File: src/rtl/cpacc_defines.svh
// Constants for the current and power accumulator engine.
`ifndef CPACC_DEFINES_SVH
`define CPACC_DEFINES_SVH
`define CPACC_AVG_W       3
`define CPACC_ACC_W       50
`define CPACC_RES_W       40
`define CPACC_CUR_SHIFT   11
`define CPACC_SEL_SHUNT   2'h0
`define CPACC_SEL_BUS     2'h1
`define CPACC_SEL_TEMP    2'h2
`define CPACC_MODE_OFF    2'h0
`define CPACC_MODE_SINGLE 2'h1
`define CPACC_MODE_CONT   2'h2
`define CPACC_CNT_W       11
`endif

File: src/rtl/cpacc_pkg.sv
// Types shared by the current and power accumulator engine.
`include "cpacc_defines.svh"
package cpacc_pkg;
  // ----------------------------------------------------------------
  // Configuration carrier
  // ----------------------------------------------------------------
  typedef struct packed {
    logic [1:0]             mode;    // Off, single or continuous.
    logic                   en_shunt; // Shunt input enabled.
    logic                   en_bus;  // Bus input enabled.
    logic                   en_temp; // Temperature input enabled.
    logic [`CPACC_AVG_W-1:0] avg_sel; // Averaging count code.
    logic [15:0]            shunt_cal; // Shunt calibration value.
  } cpacc_cfg_t;
  // ----------------------------------------------------------------
  // Result carrier
  // ----------------------------------------------------------------
  typedef struct packed {
    logic [23:0] current; // Averaged current.
    logic [23:0] power;   // Averaged power.
  } cpacc_res_t;
endpackage : cpacc_pkg

File: src/rtl/cpacc_mul.sv
// Registered signed multiplier, instanced twice by the arithmetic engine.
`timescale 1ns/1ps
module cpacc_mul (
  input  wire logic               CLK_SYS, // System clock.
  input  wire logic               NRST,    // Asynchronous reset, low.
  input  wire logic               go,      // Start a product.
  input  wire logic signed [23:0] a,       // First operand.
  input  wire logic signed [23:0] b,       // Second operand.
  output logic signed [47:0]      p_reg,   // Registered product.
  output logic                    done_reg // Product valid pulse.
);
  // ----------------------------------------------------------------
  // Product register
  // ----------------------------------------------------------------
  // One cycle of latency keeps the multiply off the accumulate path.
  always_ff @(posedge CLK_SYS or negedge NRST) begin
    if (!NRST) begin
      p_reg    <= 48'sh0;
      done_reg <= 1'b0;
    end else begin
      done_reg <= go;
      if (go) begin
        p_reg <= a * b;
      end
    end
  end
endmodule : cpacc_mul

File: src/rtl/cpacc_engine.sv
// Background current and power arithmetic with averaging.
// How it works
// RULE_01: Compute after shunt and bus both done.
// RULE_02: Power is previous current times latest bus.
// RULE_03: Zero calibration gives zero power.
// RULE_04: Averaging above one keeps results internal.
// RULE_05: Add each sample into accumulators.
// RULE_06: Load averages when block completes.
// RULE_07: Arithmetic runs beside conversions, adds nothing.
// RULE_08: One converter, inputs selected one at time.
// RULE_09: Mode selects continuous or single sequences.
// RULE_10: One averaging count for every input.
// RULE_11: Ready flag only after full block.
// RULE_12: Clear accumulators on block start, restart.
`timescale 1ns/1ps
`include "cpacc_defines.svh"
module cpacc_engine
  import cpacc_pkg::*;
(
  input  wire logic                CLK_SYS,    // 250 MHz system clock.
  input  wire logic                NRST,       // Asynchronous reset, low.
  input  wire cpacc_pkg::cpacc_cfg_t CFG,      // Settings from registers.
  input  wire logic                CFG_WR,     // Settings written pulse.
  input  wire logic                ADC_DONE,   // Conversion done pulse.
  input  wire logic signed [15:0]  ADC_DATA,   // Converted sample.
  output logic                     ADC_START,  // Start conversion pulse.
  output logic [1:0]               ADC_SEL,    // Multiplexer input select.
  output cpacc_pkg::cpacc_res_t    RESULT,     // Averaged outputs.
  output logic                     RES_VALID,  // Outputs updated pulse.
  output logic                     CNV_READY,  // Conversion ready flag.
  output logic                     BUSY        // Sequence running.
);
  import cpacc_pkg::*;

  // ----------------------------------------------------------------
  // Sequencer states
  // ----------------------------------------------------------------
  typedef enum logic [3:0] {
    ST_IDLE  = 4'h1, // Waiting for a trigger.
    ST_PICK  = 4'h2, // Choose the next input.
    ST_CONV  = 4'h4, // Conversion in progress.
    ST_WRAP  = 4'h8  // Sample round finished.
  } cpacc_state_t;

  cpacc_state_t           state_reg, state_next;  // Sequencer state.
  logic [1:0]             sel_reg;                // Current mux input.
  logic [`CPACC_CNT_W-1:0] cnt_reg;               // Samples taken.
  logic signed [15:0]     shunt_reg;              // Latest shunt sample.
  logic signed [15:0]     bus_reg;                // Latest bus sample.
  logic                   got_shunt_reg;          // Shunt seen this round.
  logic                   got_bus_reg;            // Bus seen this round.
  logic signed [23:0]     cur_reg;                // Previous current.
  logic signed [`CPACC_ACC_W-1:0] acc_cur_reg;    // Current accumulator.
  logic signed [`CPACC_ACC_W-1:0] acc_pwr_reg;    // Power accumulator.
  logic                   pend_reg;               // Block end awaited.
  logic                   shot_done_reg;          // Single block finished.

  // ----------------------------------------------------------------
  // Helper functions
  // ----------------------------------------------------------------
  // Number of samples for an averaging code, one to 1024.
  function automatic logic [`CPACC_CNT_W-1:0] avg_count(
      input logic [`CPACC_AVG_W-1:0] code);
    case (code)
      3'h0: avg_count = 11'h001;
      3'h1: avg_count = 11'h004;
      3'h2: avg_count = 11'h010;
      3'h3: avg_count = 11'h040;
      3'h4: avg_count = 11'h080;
      3'h5: avg_count = 11'h100;
      3'h6: avg_count = 11'h200;
      default: avg_count = 11'h400;
    endcase
  endfunction : avg_count

  // Right shift matching the power-of-two averaging count.
  function automatic logic [3:0] avg_shift(
      input logic [`CPACC_AVG_W-1:0] code);
    case (code)
      3'h0: avg_shift = 4'h0;
      3'h1: avg_shift = 4'h2;
      3'h2: avg_shift = 4'h4;
      3'h3: avg_shift = 4'h6;
      3'h4: avg_shift = 4'h7;
      3'h5: avg_shift = 4'h8;
      3'h6: avg_shift = 4'h9;
      default: avg_shift = 4'hA;
    endcase
  endfunction : avg_shift

  // ----------------------------------------------------------------
  // Decoding
  // ----------------------------------------------------------------
  wire run_mode   = (CFG.mode != `CPACC_MODE_OFF);
  wire restart    = CFG_WR; // RULE_12
  wire [1:0] next_sel =
      (sel_reg == `CPACC_SEL_SHUNT && CFG.en_bus)  ? `CPACC_SEL_BUS :
      (sel_reg != `CPACC_SEL_TEMP  && CFG.en_temp) ? `CPACC_SEL_TEMP :
      2'h3;                                 // 3 marks end of round.
  wire [1:0] first_sel =
      CFG.en_shunt ? `CPACC_SEL_SHUNT :
      CFG.en_bus   ? `CPACC_SEL_BUS   :
      CFG.en_temp  ? `CPACC_SEL_TEMP  : 2'h3;
  wire any_en     = CFG.en_shunt | CFG.en_bus | CFG.en_temp;
  wire [`CPACC_CNT_W-1:0] cnt_target = avg_count(CFG.avg_sel); // RULE_10
  wire round_end  = (state_reg == ST_WRAP);
  wire last_round = round_end && (cnt_reg + 11'h001 >= cnt_target);
  // Both halves of a pair seen: current and power may be formed.
  wire pair_ok    = round_end && got_shunt_reg && got_bus_reg; // RULE_01
  // A restart in the same cycle drops the pair, so no stale product
  // lands in the freshly cleared accumulators.
  wire calc_go    = pair_ok && !restart;

  // ----------------------------------------------------------------
  // Multiplier instances: current and power
  // ----------------------------------------------------------------
  logic signed [47:0] cur_prod;   // Shunt times calibration.
  logic               cur_done;   // Current product ready.
  logic signed [47:0] pwr_prod;   // Current times bus.
  logic               pwr_done;   // Power product ready.

  cpacc_mul u_cur_mul (
    .CLK_SYS  (CLK_SYS),
    .NRST     (NRST),
    .go       (calc_go),
    .a        ({{8{shunt_reg[15]}}, shunt_reg}),
    .b        ({8'h00, CFG.shunt_cal}),
    .p_reg    (cur_prod),
    .done_reg (cur_done)
  );

  // Power uses the current held from the previous pair.
  cpacc_mul u_pwr_mul (
    .CLK_SYS  (CLK_SYS),
    .NRST     (NRST),
    .go       (calc_go),
    .a        (cur_reg),                          // RULE_02
    .b        ({{8{bus_reg[15]}}, bus_reg}),
    .p_reg    (pwr_prod),
    .done_reg (pwr_done)
  );

  wire signed [23:0] cur_new = cur_prod[`CPACC_CUR_SHIFT+23:`CPACC_CUR_SHIFT];
  // A zero calibration forces the power sample to zero.
  wire signed [23:0] pwr_new =
      (CFG.shunt_cal == 16'h0000) ? 24'sh0 : pwr_prod[35:12]; // RULE_03
  wire [3:0] sh = avg_shift(CFG.avg_sel);
  wire signed [`CPACC_ACC_W-1:0] cur_sum =
      acc_cur_reg + {{26{cur_new[23]}}, cur_new};
  wire signed [`CPACC_ACC_W-1:0] pwr_sum =
      acc_pwr_reg + {{26{pwr_new[23]}}, pwr_new};
  wire signed [`CPACC_ACC_W-1:0] cur_avg = cur_sum >>> sh;
  wire signed [`CPACC_ACC_W-1:0] pwr_avg = pwr_sum >>> sh;

  // ----------------------------------------------------------------
  // Sequencer next state
  // ----------------------------------------------------------------
  // Inputs are converted one after another through the mux.
  always_comb begin
    state_next = state_reg;
    case (state_reg)
      ST_IDLE: begin
        if (run_mode && any_en && !pend_reg && !shot_done_reg) begin
          state_next = ST_PICK;
        end
      end
      ST_PICK: state_next = ST_CONV;
      ST_CONV: begin
        if (ADC_DONE) begin
          state_next = (next_sel == 2'h3) ? ST_WRAP : ST_PICK; // RULE_08
        end
      end
      ST_WRAP: begin
        // Single mode stops after one block.
        if (last_round && CFG.mode != `CPACC_MODE_CONT) begin
          state_next = ST_IDLE; // RULE_09
        end else begin
          state_next = ST_PICK;
        end
      end
      default: state_next = ST_IDLE;
    endcase
    if (restart) begin
      state_next = ST_IDLE;
    end
  end

  // ----------------------------------------------------------------
  // Sequencer registers
  // ----------------------------------------------------------------
  always_ff @(posedge CLK_SYS or negedge NRST) begin
    if (!NRST) begin
      state_reg <= ST_IDLE;
      sel_reg   <= `CPACC_SEL_SHUNT;
      ADC_START <= 1'b0;
      ADC_SEL   <= `CPACC_SEL_SHUNT;
      BUSY      <= 1'b0;
      shot_done_reg <= 1'b0;
    end else begin
      state_reg <= state_next;
      // A finished single block waits for the next settings write.
      if (restart) begin
        shot_done_reg <= 1'b0;
      end else if (last_round && CFG.mode != `CPACC_MODE_CONT) begin
        shot_done_reg <= 1'b1; // RULE_09
      end
      ADC_START <= (state_next == ST_PICK);
      BUSY      <= (state_next != ST_IDLE);
      if (state_reg == ST_IDLE || state_reg == ST_WRAP) begin
        sel_reg <= first_sel;
      end else if (state_reg == ST_CONV && ADC_DONE) begin
        sel_reg <= next_sel;
      end
      if (state_next == ST_PICK) begin
        ADC_SEL <= (state_reg == ST_CONV) ? next_sel :
                   (state_reg == ST_PICK) ? sel_reg : first_sel;
      end
    end
  end

  // ----------------------------------------------------------------
  // Sample capture and round counter
  // ----------------------------------------------------------------
  always_ff @(posedge CLK_SYS or negedge NRST) begin
    if (!NRST) begin
      shunt_reg     <= 16'sh0;
      bus_reg       <= 16'sh0;
      got_shunt_reg <= 1'b0;
      got_bus_reg   <= 1'b0;
      cnt_reg       <= 11'h000;
    end else begin
      // A restart wins over a late done, so no half pair survives it.
      if (round_end || restart) begin
        got_shunt_reg <= 1'b0;
        got_bus_reg   <= 1'b0;
      end else if (state_reg == ST_CONV && ADC_DONE) begin
        if (sel_reg == `CPACC_SEL_SHUNT) begin
          shunt_reg     <= ADC_DATA;
          got_shunt_reg <= 1'b1;
        end
        if (sel_reg == `CPACC_SEL_BUS) begin
          bus_reg     <= ADC_DATA;
          got_bus_reg <= 1'b1;
        end
      end
      if (restart || (round_end && last_round)) begin
        cnt_reg <= 11'h000;
      end else if (round_end) begin
        cnt_reg <= cnt_reg + 11'h001;
      end
    end
  end

  // ----------------------------------------------------------------
  // Accumulate and publish
  // ----------------------------------------------------------------
  // Products arrive one cycle after the round ends, while the next
  // conversion already runs, so no time is added.
  always_ff @(posedge CLK_SYS or negedge NRST) begin
    if (!NRST) begin
      cur_reg     <= 24'sh0;
      acc_cur_reg <= '0;
      acc_pwr_reg <= '0;
      pend_reg    <= 1'b0;
      RESULT      <= '0;
      RES_VALID   <= 1'b0;
      CNV_READY   <= 1'b0;
    end else begin
      RES_VALID <= 1'b0;
      if (calc_go && last_round) begin
        pend_reg <= 1'b1;
      end
      if (restart) begin
        acc_cur_reg <= '0;                              // RULE_12
        acc_pwr_reg <= '0;
        pend_reg    <= 1'b0;
        CNV_READY   <= 1'b0;
      end else if (cur_done && pwr_done) begin          // RULE_07
        cur_reg <= cur_new;
        if (pend_reg) begin
          // Block complete: averages go to the readable outputs.
          RESULT.current <= cur_avg[23:0];             // RULE_06
          RESULT.power   <= pwr_avg[23:0];
          RES_VALID      <= 1'b1;
          CNV_READY      <= 1'b1;                      // RULE_11
          acc_cur_reg    <= '0;                        // RULE_12
          acc_pwr_reg    <= '0;
          pend_reg       <= 1'b0;
        end else begin
          acc_cur_reg <= cur_sum;                      // RULE_04 RULE_05
          acc_pwr_reg <= pwr_sum;
        end
      end else if (last_round && !pair_ok) begin
        // No pair in this block: nothing to load, only the flag.
        CNV_READY <= 1'b1;                             // RULE_11
      end else if (state_reg == ST_PICK && cnt_reg == 11'h000
                   && !pend_reg) begin
        CNV_READY <= 1'b0;
      end
    end
  end

  // ----------------------------------------------------------------
  // Checks
  // ----------------------------------------------------------------
  a_pair_product: assert property (@(posedge CLK_SYS) disable iff (!NRST)
    calc_go |=> cur_done && pwr_done) // RULE_01
    else $error("Products missing after a completed pair.");
  a_zero_cal: assert property (@(posedge CLK_SYS) disable iff (!NRST)
    RES_VALID && $past(CFG.shunt_cal) == 16'h0000 && $past(CFG.shunt_cal, 2)
      == 16'h0000 && $past(CFG.avg_sel) == 3'h0 |-> RESULT.power == 24'h0)
    // RULE_03
    else $error("Power not zero with zero calibration.");
  a_ready_valid: assert property (@(posedge CLK_SYS) disable iff (!NRST)
    $rose(RES_VALID) |-> CNV_READY) // RULE_11
    else $error("Results loaded without ready flag.");
  a_restart_clr: assert property (@(posedge CLK_SYS) disable iff (!NRST)
    restart |=> acc_cur_reg == 0 && acc_pwr_reg == 0 && !CNV_READY)
    // RULE_12
    else $error("Restart left accumulators or ready set.");
  a_one_input: assert property (@(posedge CLK_SYS) disable iff (!NRST)
    ADC_START |-> state_reg == ST_PICK
      ##1 (state_reg == ST_CONV || $past(restart))) // RULE_08
    else $error("Conversion started outside the pick step.");
  a_single_stop: assert property (@(posedge CLK_SYS) disable iff (!NRST)
    state_reg == ST_IDLE && shot_done_reg && !restart |=> !ADC_START)
    // RULE_09
    else $error("Single mode started again without a write.");
endmodule : cpacc_engine

File: config.mk
export PLATFORM = sky130hd
export DESIGN_NAME = cpacc_engine
export DESIGN_NICKNAME = d
export VERILOG_FILES = /design/src/rtl/cpacc_pkg.sv /design/src/rtl/cpacc_mul.sv /design/src/rtl/cpacc_engine.sv
export VERILOG_INCLUDE_DIRS = /design/src /design/src/rtl
export SDC_FILE = /design/constraint.sdc
export NUM_CORES = 2
export LEC_CHECK = 0
export BUFFER_PORTS_ARGS = -buffer_cell sky130_fd_sc_hd__buf_4
export CORE_ASPECT_RATIO = 0.75
export CORE_UTILIZATION = 39
export DETAILED_ROUTE_END_ITERATION = 10
export PLACE_DENSITY = 0.57
export SYNTH_ARGS = -nofsm -noshare
export SYNTH_HDL_FRONTEND = slang
export SYNTH_HIERARCHICAL = 1
export SYNTH_SLANG_ARGS = --single-unit
File: constraint.sdc
create_clock -name CLK_SYS -period 11.1 [get_ports CLK_SYS]
set_input_delay 0.555 -clock CLK_SYS [delete_from_list [all_inputs] [get_ports CLK_SYS]]
set_output_delay 0.555 -clock CLK_SYS [all_outputs]
set_load 0.05 [all_outputs]
==> flow_summary_export.csv <==
group,metric,value,unit
drt,drcViolationCount,0,
place,place.detailed.instances,7098,
drt,initial_drt_markers,3008,
floorplan,core.rowCount,113,
logic_synthesis,yosys_warnings,6,
layout,utilization,41.9,%
cts,clock_tree.htree_level_count,1,
cts,cts-root-buf,"sky130_fd_sc_hd__clkbuf_16",
timing,timing.slew.headroom,21.4,%
critical_path,crit_top_cell,"sky130_fd_sc_hd__fa_1",
flow_run,timing.max_cap.violations,0,
critical_path,critical_path.startpoint,"bus_reg[15]$_DFFE_PN0P_",
critical_path,setup.worst_path.start_class,"flip-flop",
timing,slew_violations,0,
drt,detailroute.via_count,37700,
critical_path,critical_path_required,11.57,ns
critical_path,critical_path.reg2reg.startpoint,"bus_reg[15]$_DFFE_PN0P_",
floorplan,die_area,129000,µm²
timing,final.setup.worst_slack,3.24,ns
power_and_ir_drop,ir_worst_vdd,0.132,mV
cts,post_cts.repair.setup_buffers,0,
place,dpl_cell_area,52100,µm²
cts,tritoncts.num_buffers,30,
floorplan,floorplan.core_area,127000,µm²
place,post_dp_hpwl,113000,µm
critical_path,cp_slowest_cell,"sky130_fd_sc_hd__dfrtp_4",
cts,post_cts_hold_buffer_count,1,
logic_synthesis,synth_area,49800,µm²
timing,final.hold.worst_slack,0.135,ns
drt,routed_wl,146000,µm
drt,drt_pre_antenna_iters,6,
drt,routedWlPerCell,20.4,µm
place,dp_slack,3.24,ns
timing,setup_viol,0,
floorplan,die-width,415,µm
timing,layout_min_cycle_time,7.86,ns
worst_hold_path,worstHoldPathType,"in2reg",
timing,fmax,127,MHz
floorplan,io-pin-count,98,
layout,final_cells,7158,
logic_synthesis,avgSynthCellArea,8.97,µm²
power_and_ir_drop,design_power_total,2.90,mW
cts,clock_latency,0.65,ns
drt,drt-vias-per-instance,5.26,
layout,share_of_layout_cells_above_drive_strength_1,6.89,%
timing,grt_setup_unrepaired,"no",
drt,post_drt_antenna_nets,0,
global_route,grt_pass1_vias,39800,
critical_path,worst-path-max-fanout,88,
status,run_status,"completed",
critical_path,timing_worst_setup_path_type,"reg2reg",
timing,hold_viol_final,0,
cts,clock_sink_count,250,
cts,clock_path_buffers,3,
timing,timing.setup.tns,0,ns
floorplan,floorplan.initialDensity,39.3,%
place,numPortBuffers,97,
timing,final_worst_path_cycle_share,70.8,%
global_route,antenna_found_initial,3,
layout,largest_register_ff_count,48,
layout,layout-area-overhead-vs-synth,6.61,%
logic_synthesis,syn_inst,5555,
cts,post_cts_resized,0,
critical_path,timing.critical_path.to_type,"flip-flop",
power_and_ir_drop,leakagePower,27.2,nW
global_route,gr-total-overflow,0,
timing,fin_worst_skew,0.0683,ns
worst_hold_path,timing.hold.worst.start,"CFG[21]",
floorplan,die_h,312,µm
layout,layout.cell_area.non_filler,53100,µm²
critical_path,worstPathArrival,8.33,ns
timing,tightest_slew,1.18,ns
cts,tritoncts_clock_tree,"built",
critical_path,cpPeakStageDelay,0.78,ns
global_route,global_route_wire_length_before_repair,237000,µm
place,globalplace.congestion,0.925,
power_and_ir_drop,power_density,54.6,nW/µm²
critical_path,crit_chain,"buf_4, clkinv_1, nor2_1, fa_1, fa_1, fa_1, fa_1, fa_1, fa_1, inv_1, fa_1, inv_1, ha_1, a21oi_1, o21ai_1, a211oi_1, nor2b_1, nor4_2, o21ai_0, xor2_1, mux2_2",
cts,worst_setup_hold_path_clk_slew,0.07,ns
critical_path,worst_r2r_path_depth,21,
worst_hold_path,whs_path_depth,2,
layout,finish.net_count,6757,
global_route,grt.total_usage,23.3,%
global_route,grt_start_max_net_pins,89,
-- layout by cell type, fill, tap and decap left out, drive strengths merged, types with 40 or more instances in the layout --
cell / count
a21oi: 194
and2: 537
nor2: 182
ha: 322
clkbuf: 42
nand2: 802
mux2: 78
xor2: 40
inv: 1000
a21o: 58
buf: 169
o21ai: 165
a22o: 58
xnor2: 56
fa: 927
dfrtp: 249
nor3: 54
-- power breakdown --
part | internal [mW] | switching (mW) | total (mW)
clock | 0.578 | 0.471 | 1.05
sequential | 0.927 | 0.0328 | 0.960
combinational | 0.317 | 0.577 | 0.895
-- area by class of cell --
type / count / area (µm²)
Antenna cell: 3 / 7.51
Sequential cell: 250 / 6260
Fill cell: 12600 / 73600
Timing Repair Buffer: 170 / 1290
Clock inverter: 14 / 136
Tap cell: 1667 / 2090
Clock buffer: 42 / 876
Inverter: 1004 / 3770
Multi-Input combinational cell: 4008 / 38700
-- routing by layer --
| metal | routed length, µm | GRT usage, % | vias to the layer above |
|---|---|---|---|
| met4 | 2200 | 3.43 | 2 |
| met5 | 13 | 0 | - |
| met2 | 60600 | 33.8 | 1226 |
| li1 | - | - | 17100 |
| met1 | 73100 | 37.1 | 19200 |
| met3 | 10400 | 3.38 | 120 |
-- path summary, 6_finish.rpt --
path	slack (ns)	to
max	3.24	u_pwr_mul/p_reg[33]$_DFFE_PN0P_
min	0.14	sel_reg[1]$_DFFE_PN0P_
min reg2reg	0.48	cur_reg[9]$_DFFE_PN0P_
max reg2reg	3.24	u_pwr_mul/p_reg[33]$_DFFE_PN0P_
min in group asynchronous	0.49	acc_pwr_reg[33]$_DFFE_PN0P_
max in group asynchronous	9.14	shunt_reg[15]$_DFFE_PN0P_
-- critical path, delay by kind of cell (launching register included) --
kind                       cells  cell delay (ns)
muxes                          1             0.26
adders and majority gates      8             3.67
xor gates and xnor gates       1             0.16
DFF                            1             0.78
AOI/OAI and AO/OA              4             0.78
buffers and inverters          4             1.32
and+or+nand+nor                3             0.71
Power figures use the tool's default switching activity.
